[src/sdb_pkg.sv]
// Package: register map, field layout and constants of the serial data and baud block
package sdb_pkg;

  // ==========================================================================
  // Register map (internal bus byte addresses)
  // ==========================================================================
  localparam logic [15:0] SDB_ADDR_DATA = 16'h0018;
  localparam logic [15:0] SDB_ADDR_BAUD = 16'h0019;
  localparam logic [15:0] SDB_ADDR_STAT = 16'h0016;

  // ==========================================================================
  // Baud select fields and reset value
  // ==========================================================================
  localparam int SDB_PRE_LSB = 4;
  localparam int SDB_RATE_LSB = 0;
  localparam logic [7:0] SDB_BAUD_RST = 8'h00;
  localparam logic [7:0] SDB_BAUD_MASK = 8'h37;

  // ==========================================================================
  // Status bit positions and reset values
  // ==========================================================================
  localparam int SDB_ST_TXE = 7;
  localparam int SDB_ST_RXF = 5;
  localparam int SDB_ST_OVR = 3;
  localparam logic SDB_TXE_RST = 1'b1;
  localparam logic SDB_RXF_RST = 1'b0;
  localparam logic SDB_OVR_RST = 1'b0;

  // ==========================================================================
  // Divider constants
  // ==========================================================================
  localparam int SDB_OVERSAMPLE = 64;
  localparam logic [3:0] SDB_PRE_DIV_0 = 4'h1;
  localparam logic [3:0] SDB_PRE_DIV_1 = 4'h3;
  localparam logic [3:0] SDB_PRE_DIV_2 = 4'h4;
  localparam logic [3:0] SDB_PRE_DIV_3 = 4'hD;

endpackage : sdb_pkg

[src/sdb_baud_gen.sv]
// Module: cascaded prescaler and rate divider producing the line-rate tick
module sdb_baud_gen
  import sdb_pkg::*;
(
  // Clock and reset
  input wire logic ref_clk_i,
  input wire logic rst_i,
  // Divider selects
  input wire logic [1:0] pre_sel_i,
  input wire logic [2:0] rate_sel_i,
  // Ticks
  output logic x16_tick_o,
  output logic bit_tick_o
);

  // ==========================================================================
  // Prescaler stage
  // ==========================================================================
  function automatic logic [3:0] prescale_divisor_of(input logic [1:0] s);
    case (s)
      2'b00: prescale_divisor_of = SDB_PRE_DIV_0;
      2'b01: prescale_divisor_of = SDB_PRE_DIV_1;
      2'b10: prescale_divisor_of = SDB_PRE_DIV_2;
      default: prescale_divisor_of = SDB_PRE_DIV_3;
    endcase
  endfunction : prescale_divisor_of

  logic [3:0] pre_cnt_reg;
  logic [3:0] prescale_divisor_reg;
  logic [6:0] rate_cnt_reg;
  logic [6:0] rate_divisor_m1_reg;
  logic [1:0] div4_cnt_reg;
  logic [3:0] div16_cnt_reg;
  logic pre_tick;
  logic rate_tick;
  logic x4_tick;

  assign pre_tick = (pre_cnt_reg == prescale_divisor_reg - 4'h1);
  assign rate_tick = pre_tick && (rate_cnt_reg == rate_divisor_m1_reg);
  assign x4_tick = rate_tick && (div4_cnt_reg == 2'h3);

  // Divisors are latched only at a period boundary, so a change
  // never truncates the running period
  always_ff @(posedge ref_clk_i) begin
    if (rst_i) begin
      prescale_divisor_reg <= SDB_PRE_DIV_0;
      rate_divisor_m1_reg <= 7'h00;
    end else if (rate_tick) begin
      prescale_divisor_reg <= prescale_divisor_of(pre_sel_i);
      rate_divisor_m1_reg <= 7'((8'h01 << rate_sel_i) - 8'h01);
    end
  end

  // Prescaler count
  always_ff @(posedge ref_clk_i) begin
    if (rst_i || pre_tick) begin
      pre_cnt_reg <= 4'h0;
    end else begin
      pre_cnt_reg <= pre_cnt_reg + 4'h1;
    end
  end

  // Rate count, advances once per prescaler period
  always_ff @(posedge ref_clk_i) begin
    if (rst_i || rate_tick) begin
      rate_cnt_reg <= 7'h00;
    end else if (pre_tick) begin
      rate_cnt_reg <= rate_cnt_reg + 7'h01;
    end
  end

  // Fixed divide by 64: 4 for the x16 sample clock, then 16 for the bit
  always_ff @(posedge ref_clk_i) begin
    if (rst_i) begin
      div4_cnt_reg <= 2'h0;
      div16_cnt_reg <= 4'h0;
      x16_tick_o <= 1'b0;
      bit_tick_o <= 1'b0;
    end else begin
      if (rate_tick) begin
        div4_cnt_reg <= div4_cnt_reg + 2'h1;
      end
      if (x4_tick) begin
        div16_cnt_reg <= div16_cnt_reg + 4'h1;
      end
      x16_tick_o <= x4_tick;
      bit_tick_o <= x4_tick && (div16_cnt_reg == 4'hF);
    end
  end

  // Latch checks use the widest selects, where a slip shows most
  chk_pre_latch: assert property (
    @(posedge ref_clk_i) disable iff (rst_i)
    rate_tick && pre_sel_i == 2'b11 |=> prescale_divisor_reg == SDB_PRE_DIV_3)
    else $error("prescale divisor not latched");

  chk_rate_latch: assert property (
    @(posedge ref_clk_i) disable iff (rst_i)
    rate_tick && rate_sel_i == 3'h7 |=> rate_divisor_m1_reg == 7'h7F)
    else $error("rate divisor not latched");

endmodule : sdb_baud_gen

[src/sdb_core.sv]
// Module: serial data buffer, baud select register and flag logic
module sdb_core
  import sdb_pkg::*;
(
  // Clock and reset
  input wire logic ref_clk_i,
  input wire logic rst_i,
  // Internal bus
  input wire logic [15:0] bus_addr_i,
  input wire logic bus_rd_i,
  input wire logic bus_wr_i,
  input wire logic [7:0] bus_wdata_i,
  output logic [7:0] bus_rdata_o,
  // Receive shift register side
  input wire logic rx_load_i,
  input wire logic [7:0] rx_byte_i,
  // Transmit shift register side
  input wire logic tx_take_i,
  output logic [7:0] tx_byte_o,
  output logic tx_pending_o,
  // Shared rate ticks
  output logic x16_tick_o,
  output logic bit_tick_o,
  // Flags
  output logic tx_buffer_empty_flag_o,
  output logic rx_full_flag_o,
  output logic overrun_flag_o
);

  // ==========================================================================
  // Storage
  // ==========================================================================
  logic [7:0] received_byte_reg;
  logic [7:0] transmit_byte_reg;
  logic [7:0] baud_select_reg;
  logic tx_pending_reg;
  logic txe_reg;
  logic rxf_reg;
  logic ovr_reg;
  logic txe_armed_reg;
  logic rxf_armed_reg;
  logic ovr_armed_reg;

  logic hit_data;
  logic hit_baud;
  logic hit_stat;
  logic data_rd;
  logic data_wr;
  logic stat_rd;
  logic rx_overrun;

  assign hit_data = (bus_addr_i == SDB_ADDR_DATA);
  assign hit_baud = (bus_addr_i == SDB_ADDR_BAUD);
  assign hit_stat = (bus_addr_i == SDB_ADDR_STAT);
  assign data_rd = bus_rd_i && hit_data;
  assign data_wr = bus_wr_i && hit_data;
  assign stat_rd = bus_rd_i && hit_stat;
  assign rx_overrun = rx_load_i && rxf_reg && !(rxf_armed_reg && data_rd);

  // Received byte has no reset; a load while full, unless an armed data read empties it that cycle, is dropped so the
  // unread byte survives an overrun
  always_ff @(posedge ref_clk_i) begin
    if (rx_load_i && !rx_overrun) begin
      received_byte_reg <= rx_byte_i;
    end
  end

  // Transmit byte has no reset either
  always_ff @(posedge ref_clk_i) begin
    if (data_wr) begin
      transmit_byte_reg <= bus_wdata_i;
    end
  end

  // Pending marks a written byte not yet moved to the shift register
  always_ff @(posedge ref_clk_i) begin
    if (rst_i) begin
      tx_pending_reg <= 1'b0;
    end else if (data_wr) begin
      tx_pending_reg <= 1'b1;
    end else if (tx_take_i) begin
      tx_pending_reg <= 1'b0;
    end
  end

  // ==========================================================================
  // Baud select register
  // ==========================================================================
  always_ff @(posedge ref_clk_i) begin
    if (rst_i) begin
      baud_select_reg <= SDB_BAUD_RST;
    end else if (bus_wr_i && hit_baud) begin
      baud_select_reg <= bus_wdata_i & SDB_BAUD_MASK;
    end
  end

  // One generator serves both directions
  sdb_baud_gen u_baud (
    .ref_clk_i(ref_clk_i),
    .rst_i(rst_i),
    .pre_sel_i(baud_select_reg[SDB_PRE_LSB +: 2]),
    .rate_sel_i(baud_select_reg[SDB_RATE_LSB +: 3]),
    .x16_tick_o(x16_tick_o),
    .bit_tick_o(bit_tick_o)
  );

  // ==========================================================================
  // Flags and two-step clear sequences
  // ==========================================================================
  // Arming happens on a status read that sees the flag set; any other
  // status read re-samples it, so a stale arm cannot clear a new flag
  always_ff @(posedge ref_clk_i) begin
    if (rst_i) begin
      txe_armed_reg <= 1'b0;
      rxf_armed_reg <= 1'b0;
      ovr_armed_reg <= 1'b0;
    end else begin
      if (stat_rd) begin
        txe_armed_reg <= txe_reg;
      end else if (data_wr) begin
        txe_armed_reg <= 1'b0;
      end
      if (stat_rd) begin
        rxf_armed_reg <= rxf_reg;
        ovr_armed_reg <= ovr_reg;
      end else if (data_rd) begin
        rxf_armed_reg <= 1'b0;
        ovr_armed_reg <= 1'b0;
      end
    end
  end

  // Set wins over clear in the same cycle
  always_ff @(posedge ref_clk_i) begin
    if (rst_i) begin
      txe_reg <= SDB_TXE_RST;
    end else if (tx_take_i && tx_pending_reg) begin
      txe_reg <= 1'b1;
    end else if (txe_armed_reg && data_wr) begin
      txe_reg <= 1'b0;
    end
  end

  always_ff @(posedge ref_clk_i) begin
    if (rst_i) begin
      rxf_reg <= SDB_RXF_RST;
    end else if (rx_load_i) begin
      rxf_reg <= 1'b1;
    end else if (rxf_armed_reg && data_rd) begin
      rxf_reg <= 1'b0;
    end
  end

  // A data read without the armed status read never clears overrun
  always_ff @(posedge ref_clk_i) begin
    if (rst_i) begin
      ovr_reg <= SDB_OVR_RST;
    end else if (rx_overrun) begin
      ovr_reg <= 1'b1;
    end else if (ovr_armed_reg && data_rd) begin
      ovr_reg <= 1'b0;
    end
  end

  // ==========================================================================
  // Read data and registered outputs
  // ==========================================================================
  // Data reads see only the received byte, so software must not
  // read-modify-write this address
  always_ff @(posedge ref_clk_i) begin
    if (rst_i) begin
      bus_rdata_o <= 8'h00;
    end else if (bus_rd_i) begin
      if (hit_data) begin
        bus_rdata_o <= received_byte_reg;
      end else if (hit_baud) begin
        bus_rdata_o <= baud_select_reg;
      end else if (hit_stat) begin
        bus_rdata_o <= 8'h00;
        bus_rdata_o[SDB_ST_TXE] <= txe_reg;
        bus_rdata_o[SDB_ST_RXF] <= rxf_reg;
        bus_rdata_o[SDB_ST_OVR] <= ovr_reg;
      end else begin
        bus_rdata_o <= 8'h00;
      end
    end
  end

  always_ff @(posedge ref_clk_i) begin
    if (rst_i) begin
      tx_byte_o <= 8'h00;
      tx_pending_o <= 1'b0;
      tx_buffer_empty_flag_o <= SDB_TXE_RST;
      rx_full_flag_o <= SDB_RXF_RST;
      overrun_flag_o <= SDB_OVR_RST;
    end else begin
      tx_byte_o <= transmit_byte_reg;
      tx_pending_o <= tx_pending_reg;
      tx_buffer_empty_flag_o <= txe_reg;
      rx_full_flag_o <= rxf_reg;
      overrun_flag_o <= ovr_reg;
    end
  end

  // ==========================================================================
  // Checks
  // ==========================================================================
  chk_baud_reset: assert property (@(posedge ref_clk_i)
    rst_i |=> baud_select_reg == SDB_BAUD_RST)
    else $error("baud select not cleared by reset");

  chk_rate_reset: assert property (@(posedge ref_clk_i)
    rst_i |=> baud_select_reg[SDB_RATE_LSB +: 3] == 3'h0)
    else $error("rate select not cleared by reset");

  chk_rx_capture: assert property (
    @(posedge ref_clk_i) disable iff (rst_i)
    rx_load_i && !rxf_reg |=> received_byte_reg == $past(rx_byte_i))
    else $error("received byte not captured");

  chk_tx_capture: assert property (
    @(posedge ref_clk_i) disable iff (rst_i)
    data_wr |=> ##1 tx_byte_o == $past(bus_wdata_i, 2))
    else $error("transmit byte not captured");

  chk_data_read: assert property (@(posedge ref_clk_i) disable iff (rst_i)
    data_rd |=> bus_rdata_o == $past(received_byte_reg))
    else $error("data read returned wrong byte");

  chk_rxf_clear: assert property (@(posedge ref_clk_i) disable iff (rst_i)
    rxf_reg && !rxf_armed_reg && !rx_load_i |=> rxf_reg)
    else $error("rx full cleared without status read");

  chk_ovr_clear: assert property (@(posedge ref_clk_i) disable iff (rst_i)
    ovr_reg && !(ovr_armed_reg && data_rd) |=> ovr_reg)
    else $error("overrun cleared without sequence");

  chk_txe_clear: assert property (
    @(posedge ref_clk_i) disable iff (rst_i)
    txe_reg && txe_armed_reg && data_wr && !(tx_take_i && tx_pending_reg)
      |=> !txe_reg ##1 !tx_buffer_empty_flag_o)
    else $error("tx empty not cleared by sequence");

  chk_rx_sticky: assert property (@(posedge ref_clk_i) disable iff (rst_i)
    rx_overrun |=> received_byte_reg == $past(received_byte_reg))
    else $error("overrun disturbed held byte");

  // Only checked once a byte is known to be held, so power-up X is skipped
  chk_buf_reset: assert property (
    @(posedge ref_clk_i)
    rst_i && rxf_reg && !rx_load_i
      |=> received_byte_reg == $past(received_byte_reg))
    else $error("reset disturbed received byte");

  chk_rxf_set: assert property (
    @(posedge ref_clk_i) disable iff (rst_i)
    rx_load_i |=> rxf_reg)
    else $error("rx full not set by load");

  chk_rxf_seq: assert property (
    @(posedge ref_clk_i) disable iff (rst_i)
    rxf_armed_reg && data_rd && !rx_load_i |=> !rxf_reg)
    else $error("rx full not cleared by sequence");

  chk_ovr_set: assert property (
    @(posedge ref_clk_i) disable iff (rst_i)
    rx_load_i && rxf_reg && !(rxf_armed_reg && data_rd)
      |=> ovr_reg && received_byte_reg == $past(received_byte_reg))
    else $error("overrun not flagged");

  chk_ovr_seq: assert property (
    @(posedge ref_clk_i) disable iff (rst_i)
    ovr_armed_reg && data_rd && !rx_load_i |=> !ovr_reg)
    else $error("overrun not cleared by sequence");

  chk_txe_set: assert property (
    @(posedge ref_clk_i) disable iff (rst_i)
    tx_take_i && tx_pending_reg && !data_wr |=> txe_reg && !tx_pending_reg)
    else $error("tx empty not set by transfer");

  chk_txe_keep: assert property (
    @(posedge ref_clk_i) disable iff (rst_i)
    txe_reg && !(txe_armed_reg && data_wr) |=> txe_reg)
    else $error("tx empty cleared without sequence");

  chk_stat_read: assert property (
    @(posedge ref_clk_i) disable iff (rst_i)
    stat_rd |=> bus_rdata_o[SDB_ST_TXE] == $past(txe_reg)
      && bus_rdata_o[SDB_ST_RXF] == $past(rxf_reg)
      && bus_rdata_o[SDB_ST_OVR] == $past(ovr_reg))
    else $error("status read returned wrong flags");

  chk_rdata_hold: assert property (
    @(posedge ref_clk_i) disable iff (rst_i)
    !bus_rd_i |=> $stable(bus_rdata_o))
    else $error("read data changed without a read");

  chk_pend_out: assert property (
    @(posedge ref_clk_i) disable iff (rst_i)
    data_wr |=> ##1 tx_pending_o)
    else $error("written byte not shown pending");

  chk_baud_write: assert property (
    @(posedge ref_clk_i) disable iff (rst_i)
    bus_wr_i && hit_baud
      |=> baud_select_reg == ($past(bus_wdata_i) & SDB_BAUD_MASK))
    else $error("baud select write not stored");

endmodule : sdb_core

[config.mk]
export PLATFORM = sky130hd
export DESIGN_NAME = sdb_core
export DESIGN_NICKNAME = d
export VERILOG_FILES = /design/src/sdb_pkg.sv /design/src/sdb_baud_gen.sv /design/src/sdb_core.sv
export SDC_FILE = /design/constraint.sdc
export NUM_CORES = 1
export LEC_CHECK = 0
export ABC_AREA = 1
export BUFFER_PORTS_ARGS = -buffer_cell sky130_fd_sc_hd__buf_4
export CORE_MARGIN = 2
export CORE_UTILIZATION = 55
export DETAILED_ROUTE_END_ITERATION = 8
export PLACE_DENSITY = 0.77
export SLEW_MARGIN = 40
export SYNTH_ARGS = -nofsm -noshare
export SYNTH_HDL_FRONTEND = slang
export SYNTH_SLANG_ARGS = --single-unit
[constraint.sdc]
create_clock -name ref_clk_i -period 2.52 [get_ports ref_clk_i]
set_clock_uncertainty 0.05 [all_clocks]
set_input_delay 0.126 -clock ref_clk_i [delete_from_list [all_inputs] [get_ports ref_clk_i]]
set_output_delay 0.126 -clock ref_clk_i [all_outputs]
set_load 0.02 [all_outputs]
# After elaboration in Yosys (flattened, before gate mapping)
# Cells that the tools add are included.
word_totals:
  ff_bits: 78
  output_inout_bits: 22
  elab_cells: 80
op_classes:
  n_addsub: 6
  n_eq_ne: 9
  shift: 1
  muxes: 15
  n_reduce_logical: 25
ops:
  columns: ["cell", "n"]
  rows:
  - ["16-bit by 5-bit == test with 1-bit output (second input constant)", 3]
  - ["8-bit two-way mux", 3]
  - ["1-bit logical AND", 14]
  - ["4-bit one-hot mux with 3 select lines", 1]
  - ["1-bit two-way mux", 11]
  - ["2-bit nonzero test", 5]
  - ["4-bit by 1-bit adder with 4-bit output (second input constant)", 2]
  - ["7-bit by 1-bit adder with 7-bit output (second input constant)", 1]
  - ["7-bit == test", 1]
  - ["1-bit by 3-bit left shift with 7-bit output (first input constant)", 1]
  - ["7-bit by 1-bit subtractor with 7-bit output (second input constant)", 1]
  - ["2-bit == test (second input constant)", 2]
  - ["4-bit == test", 1]
  - ["4-bit == test (second input constant)", 1]
  - ["4-bit by 1-bit subtractor with 4-bit output (second input constant)", 1]
  - ["2-bit by 1-bit adder with 2-bit output (second input constant)", 1]
  - ["2-bit by 1-bit == test with 1-bit output (second input constant)", 1]
  - ["1-bit zero test", 2]
  - ["2-bit zero test", 1]
  - ["1-bit logical OR", 2]
  - ["2-bit OR reduction", 1]

# Depth between registers and ports, before layout
# Gate-level depths: netlist of run 1.
depth:
  word_depth: 7
  depth_mapped: 14
  ltp_nobuf: 14

# Cells and area by module
# From an unflattened synthesis of run 1, not the netlist that was laid out.
unflattened:
  hier_cells: 415
  hier_area_um2: 3331.9
by_module_without_submodules:
  columns: ["mod", "instances", "cells_per_inst", "area_each_um2", "seq_area_each_um2"]
  rows:
  - ["sdb_core", 1, 202, 1800.5, 1121.1]
  - ["sdb_baud_gen", 1, 213, 1531.5, 600.6]

# Worst setup path after synthesis of run 1
# No wires, ideal clock.
synth_path:
  kind: "input port to flip-flop"
  startpoint: "input port bus_addr_i[4]"
  endpoint: "register received_byte_reg[0] (enable)"
  arrival_ns: 1.475
  required_ns: 2.085
  path_slack_ns: 0.610
  path_stages: 8
  cell_sequence: "inv_1 > nor2_1 > nand2_1 > nor2_1 > nand2_1 > inv_1 > nand3_1 > a21boi_0"
synth_between:
  elab_chain_len: 7
synth_rtl:
  columns: ["element", "line_no", "source"]
  rows:
  - ["from (decl)", "sdb_core.sv:9", "input wire logic [15:0] bus_addr_i,"]
  - ["16-bit by 5-bit == test with 1-bit output", "sdb_core.sv:52", "assign hit_data = (bus_addr_i == SDB_ADDR_DATA);"]
  - ["1-bit logical AND", "sdb_core.sv:55", "assign data_rd = bus_rd_i && hit_data;"]
  - ["1-bit logical AND", "sdb_core.sv:58", "assign rx_overrun = rx_load_i && rxf_reg && !(rxf_armed_reg && data_rd);"]
  - ["1-bit zero test", "sdb_core.sv:58", null]
  - ["1-bit logical AND", "sdb_core.sv:58", null]
  - ["1-bit zero test", "sdb_core.sv:63", "if (rx_load_i && !rx_overrun) begin"]
  - ["1-bit logical AND", "sdb_core.sv:63", null]
  - ["to (signal assigned)", "sdb_core.sv:64", "received_byte_reg <= rx_byte_i;"]
  - ["to (decl)", "sdb_core.sv:33", "logic [7:0] received_byte_reg;"]
# Every way passes these cells.
# A chain may end at the register's enable or synchronous reset.

# Final worst setup path of run 1
layout_path:
  startpoint: "register u_baud.prescale_divisor_reg[0]"
  endpoint: "register u_baud.rate_divisor_m1_reg[6]"
layout_between:
  elab_chain_len: 3
layout_rtl:
  columns: ["element", "line_no", "source"]
  rows:
  - ["from (decl)", "sdb_baud_gen.sv:29", "logic [3:0] prescale_divisor_reg;"]
  - ["from (signal assigned)", "sdb_baud_gen.sv:49", "prescale_divisor_reg <= prescale_divisor_of(pre_sel_i);"]
  - ["4-bit by 1-bit subtractor with 4-bit output", "sdb_baud_gen.sv:38", "assign pre_tick = (pre_cnt_reg == prescale_divisor_reg - 4'h1);"]
  - ["4-bit == test", "sdb_baud_gen.sv:38", null]
  - ["1-bit logical AND", "sdb_baud_gen.sv:39", "assign rate_tick = pre_tick && (rate_cnt_reg == rate_divisor_m1_reg);"]
  - ["to (signal assigned)", "sdb_baud_gen.sv:50", "rate_divisor_m1_reg <= 7'((8'h01 << rate_sel_i) - 8'h01);"]
  - ["to (decl)", "sdb_baud_gen.sv:31", "logic [6:0] rate_divisor_m1_reg;"]
# Every way passes these cells.

==> results of run 1 <==
cell usage after synthesis, drive strengths merged:
cell type  instances
ha                 5
clkinv             2
inv               49
xnor2              6
o31ai              1
nand3             36
o22ai              1
edfxtp            16
a21oi             25
a21boi             1
nor3               4
nand3b             1
nand4             10
o211ai             1
nor2              47
nand2            117
o21ai             11
dfxtp             62
buf                7
clkbuf             4
or2                2
xor2               4
per-layer routing:
metal | wire length (um) | vias up
li1 | - | 1474
met1 | 3017 | 1314
met2 | 3388 | 96
met3 | 401 | 19
met4 | 235 | 0
met5 | 0 | -
worst max-delay path, delay by kind of cell, from the launching register on:
family | cells | cell delay (ns)
buffers and inverters | 2 | 0.14
and+or+nand+nor | 7 | 0.98
xor gates and xnor gates | 1 | 0.16
adders and majority gates | 1 | 0.31
DFF | 1 | 0.40
final cells by class:
cell class | count | area [um^2]
fillers | 458 | 1735
well taps | 75 | 93.84
inverters | 51 | 196.4
clock buffers | 10 | 127.6
clock inverters | 6 | 38.79
flip-flops and latches | 78 | 1722
repair buffers | 79 | 638.1
multi-input cells | 272 | 1334
kinds of logic after synthesis:
group	after synthesis
flip-flops	78
AO/OA/AOI/OAI	40
adder cells (fa/ha/maj)	5
buffers and inverters	62
XOR/XNOR	10
AND/OR/NAND/NOR	217
power breakdown:
part | internal, uW | switching, uW
registers | 1330 | 49.0
clock network | 354 | 461
logic | 234 | 473
stage by stage:
step	power, uW	hold WS (ns)
after floorplan	1972	0.1749
after global placement	2060	0.2547
final	2902	0.02636
after global routing	3049	0.04383
after detailed placement	2086	0.2555
after CTS	2905	0.02290
worst paths after layout:
kind	end	start	cells past startpoint	slack [ns]
setup / recovery	u_baud.rate_divisor_m1_reg[6]	u_baud.prescale_divisor_reg[0]	11	0.38
hold reg to reg	tx_byte_o[2]	transmit_byte_reg[2]	2	0.40
hold / removal	txe_reg	bus_wr_i	4	0.03
setup reg to reg	u_baud.rate_divisor_m1_reg[6]	u_baud.prescale_divisor_reg[0]	11	0.38
what timing repair did:
| action | CTS | global route |
|---|---|---|
| hold buffers | 18 | 0 |
| gates resized for setup | 0 | 0 |
| hold endpoints to repair | 21 | 0 |
| setup buffers | 0 | 0 |
==> flow_summary_export.csv, run 1 <==
group,metric,value,unit
yosys,synth_area,3322,um^2
detailed_routing,routedWlPerCell,12.33,um
clock_tree,cts_tree,"done",
clock_tree,numCtsBuffers,9,
grt,track_usage,23.20,%
clock_tree,cts_max_path_buffers,2,
setup_path,path_cells,"inv_2, ha_1, xnor2_1, nor2_4, nand2_2, nor2_4, nand2_4, nand2_4, inv_2, nand2_1, nand2_1",
sta,setup_viol,0,
yosys,postSynthCellCount,412,
setup_path,cp.required,2.71,ns
grt,busiest_layer,"met2",
floorplanning,core,5886,um^2
cells_and_area,final-instance-count-excl-fill,571,
grt,grt-ovfl-total,0,
sta,finalWorstSetupSlack,0.3828,ns
outcome,status,"complete, no violations",
grt,grt_max_degree,39,
sta,setup_tns,0,ns
yosys,synth_top_family_by_area,"simple AND/OR/NAND/NOR gates",
clock_tree,cts_sinks,78,
yosys,synth_fa_ha_area_share,1.883,%
yosys,yosysWarnings,0,
grt,grt_use_met3,4.615,%
floorplanning,die_h,81.72,um
clock_tree,cts_max_level,3,
sta,maxSlewHeadroom,64.80,%
sta,fin_crit,2.137,ns
setup_path,cp-start-kind,"flop",
setup_path,cp_slowest_stage_delay,0.40,ns
floorplanning,start_util,56.44,%
detailed_routing,drt-total-wl,7043,um
sta,rsz0062_at_grt,"no",
detailed_routing,viasPerCell,5.084,
clock_tree,clkTransAtPathRegs,0.08,ns
cells_and_area,final_cell_mix,"112 x nand2_1, 62 x dfxtp_1, 61 x buf_4, 46 x inv_1, 41 x nor2_1",
cells_and_area,design_area,4150,um^2
detailed_routing,drtAntennaViolNets,0,
yosys,yosys.area_share.simple,28.93,%
placement,dpl-instance-area,3804,um^2
sta,hold_viol_final,0,
yosys,ys_seq_area_share,51.83,%
detailed_routing,drt_iter0_markers,138,
pwr,leakage,0.001796,uW
detailed_routing,drt-pass1-iter-count,5,
detailed_routing,drc,0,
sta,maxSlewViolCount,0,
placement,pre_cts_ws,0.4039,ns
sta,final.period_utilization,84.81,%
setup_path,critical_path_class,"flop to flop",
pwr,vdd_drop_max,0.7039,mV
placement,dp_hpwl,4745,um
pwr,power.density,699.3,nW/um^2
cells_and_area,final_nets,534,
grt,grt_pass1_wl,11760,um
grt,grt_antenna_before_repair,0,
floorplanning,fp-row-count,28,
setup_path,cp.arrival,2.33,ns
yosys,synthTopCellsByArea,"dfxtp_1 37%, edfxtp_1 14%, nand2_1 13%",
grt,grt_pass1_vias,2726,
clock_tree,clock_latency,0.35,ns
worst_hold_path,hold_path.class,"input pin to flop",
yosys,synth.area.mux_share,0,%
yosys,synth_compound_gate_area_share,6.704,%
cells_and_area,utilization,70.51,%
detailed_routing,dr_total_vias,2903,
placement,dp_cells,537,
floorplanning,boundaryPins,60,
yosys,synth_nets,455,
setup_path,crit_path_end_kind,"flop",
grt,met2_usage,39.51,%
yosys,synth_top_area_cell,"dfxtp_1",
placement,port-buffer-count,59,
grt,grt_util_met1,27.43,%
yosys,synth_xor_area_share,2.637,%
setup_path,cp_slowest_cell,"dfxtp_1",
sta,max_freq,467.9,MHz
job,maxCapViolCount,0,
yosys,ys_types,34,
floorplanning,dieArea,6677,um^2
sta,tightestPinTransition,0.5275,ns
floorplanning,die_w,81.72,um
yosys,synth-seq-cells,78,
setup_path,worst-path-max-fanout,14,
cells_and_area,final_common_cell,"nand2_1",
yosys,synth_top_area_share,37.36,%
cells_and_area,diodes,0,
cells_and_area,final_layout_size_suffix_gt1_share,19.56,%
placement,gp_congestion,0.8301,
clock_tree,root_buffer,"clkbuf_8",
yosys,avgSynthCellArea,8.063,um^2
cells_and_area,area_growth,24.93,%
No activity file was read; power rests on OpenSTA's default activity.
==> run 2, diff against run 1 <==
--- a/config.mk
+++ b/config.mk
@@ -8,9 +8,9 @@
 export ABC_AREA = 1
 export BUFFER_PORTS_ARGS = -buffer_cell sky130_fd_sc_hd__buf_4
 export CORE_MARGIN = 2
-export CORE_UTILIZATION = 55
+export CORE_UTILIZATION = 50
 export DETAILED_ROUTE_END_ITERATION = 8
-export PLACE_DENSITY = 0.77
+export PLACE_DENSITY = 0.74
 export SLEW_MARGIN = 40
 export SYNTH_ARGS = -nofsm -noshare
 export SYNTH_HDL_FRONTEND = slang
==> constraint.sdc (replaced) <==
create_clock -name ref_clk_i -period 1.85 [get_ports ref_clk_i]
set_clock_uncertainty 0.05 [all_clocks]
set_input_delay 0.0925 -clock ref_clk_i [delete_from_list [all_inputs] [get_ports ref_clk_i]]
set_output_delay 0.0925 -clock ref_clk_i [all_outputs]
set_load 0.02 [all_outputs]
==> flow_summary_export.csv, run 2 (synthesis results as in run 1) <==
group,metric,value,unit
clock_tree,numCtsBuffers,9,
detailed_routing,drt-total-wl,7284,um
worst_hold_path,min_from,"rst_i",
clock_tree,cts_max_path_buffers,2,
clock_tree,cts_sinks,78,
cells_and_area,fillers,532,
floorplanning,die_w,85.51,um
pwr,power.density,1026,nW/um^2
sta,setup_tns,0,ns
sta,setup_viol,0,
grt,grt_antenna_before_repair,0,
cells_and_area,multi_input_area,1363,um^2
cells_and_area,regArea,1724,um^2
cells_and_area,final_layout_size_suffix_gt1_share,23.00,%
detailed_routing,drc,0,
cells_and_area,final-instance-count-excl-fill,590,
floorplanning,core,6386,um^2
floorplanning,dieArea,7312,um^2
setup_path,critical_path_class,"flop to flop",
cells_and_area,area_growth,31.26,%
detailed_routing,dr_total_vias,2895,
setup_path,cp.arrival,1.95,ns
grt,grt_max_degree,39,
setup_path,crit_path_end_kind,"flop",
detailed_routing,drtAntennaViolNets,0,
setup_path,worst-path-max-fanout,6,
setup_path,r2r_start,"u_baud.prescale_divisor_reg[0]",
cells_and_area,final_cell_mix,"112 x nand2_1, 75 x buf_4, 60 x dfxtp_1, 45 x inv_1, 41 x nor2_1",
setup_path,cp-startpoint,"u_baud.prescale_divisor_reg[0]",
cells_and_area,utilization,68.28,%
pwr,p_sw_share,32.33,%
outcome,status,"complete, no violations",
placement,dp_cells,547,
worst_hold_path,hold_path.class,"input pin to flop",
detailed_routing,routedWlPerCell,12.35,um
sta,hold_viol_final,0,
cells_and_area,final_nets,551,
pwr,leakage,0.001907,uW
floorplanning,fp-row-count,29,
sta,worst_hold_slack,0.09225,ns
sta,finalWorstSetupSlack,0.05387,ns
clock_tree,cts_tree,"done",
grt,grt-ovfl-total,0,
floorplanning,start_util,52.02,%
detailed_routing,drt-pass1-iter-count,4,
placement,pre_cts_ws,-0.04869,ns
pwr,p_comb_share,29.5,%
sta,max_freq,556.8,MHz
detailed_routing,drt_iter0_markers,139,
placement,dp_hpwl,4906,um
clock_tree,cts_max_level,3,
floorplanning,die_h,85.51,um
pwr,clockPowerShare,28.5,%
cells_and_area,final_common_cell,"nand2_1",
sta,maxSlewHeadroom,60.68,%
setup_path,cp.required,2.01,ns
detailed_routing,viasPerCell,4.907,
placement,port-buffer-count,59,
pwr,pwr-share-seq,42.0,%
sta,final.period_utilization,97.09,%
pwr,vdd_drop_max,0.6358,mV
pwr,switchingPower,1446,uW
clock_tree,clock_latency,0.35,ns
sta,maxSlewViolCount,0,
setup_path,cp-start-kind,"flop",
grt,track_usage,20.92,%
placement,gp_congestion,0.8050,
clock_tree,root_buffer,"clkbuf_8",
clock_tree,clkTransAtPathRegs,0.08,ns
sta,fin_crit,1.796,ns
grt,grt_pass1_wl,12130,um
cells_and_area,diodes,0,
sta,tightestPinTransition,0.5891,ns
pwr,power.internal,3027,uW
job,maxCapViolCount,0,
floorplanning,boundaryPins,60,
grt,grt_pass1_vias,2742,
run 2: cell count changes in the layout (fill, tap and decap cells not counted), moves of 2 or more:
| cell | previous run | this run |
|---|---|---|
| dfxtp_2 | 0 | 2 |
| dfxtp_1 | 62 | 60 |
| buf_4 | 61 | 75 |
| dlygate4sd3_1 | 18 | 20 |
run 2: timing repair:
item                                   4_1_cts  5_1_grt
cloned                                       0        0
endpoints found under the hold margin       27        0
pin swaps                                    1        1
setup buffers                                1        6
resized for setup                            1        5
setup endpoints to repair                    4       10
hold buffers                                20        0
run 2: worst max-delay path, stage by stage, from the launching register on:
cell	delay (ns)
dfxtp_2	0.35
inv_2	0.05
ha_4	0.24
xnor2_2	0.15
nor2_4	0.10
nand2_2	0.07
nor2_4	0.19
nand2_4	0.14
buf_4	0.17
nand2_1	0.06
nand3_1	0.08
run 2: layout make-up:
cell class / instances / area share, %
sequential: 78 / 39.54
multi-input combinational: 272 / 31.25
timing repair buffer: 96 / 17.96
inverter: 51 / 4.505
clock buffer: 9 / 2.841
tap: 77 / 2.209
clock inverter: 7 / 1.693
run 2: metal layers:
layer  part of all wire [%]  track usage, %  vias to the layer above
li1                       -               -                     1509
met1                     45           25.37                     1315
met2                     50           35.87                       60
met3                    3.7           5.005                       11
met4                    1.5           8.369                        0
met5                      0               0                        -
run 2: final timing paths:
kind                                    end  slack [ns]  cells after the start
min reg2reg                    tx_byte_o[4]        0.41                      2
max          u_baud.prescale_divisor_reg[0]        0.05                     10
max reg2reg  u_baud.prescale_divisor_reg[0]        0.05                     10
min                            tx_byte_o[3]        0.09                      2
run 2: through the flow:
step                cell area [um^2]  power, uW
floorplan                       3322       2687
global placement                3866       2913
detailed placement              3866       2948
CTS                             4280       4295
global route                    4360       4701
finish                          4360       4473
run 2: power by group through the flow:
stage,Combinational (uW),Clock (uW),Sequential (uW)
5_1_grt,1440,1370,1890
3_3_place_gp,1000,0,1910
4_1_cts,1120,1300,1870
3_5_place_dp,1030,0,1910
6_report,1320,1270,1880
2_1_floorplan,775,0,1910
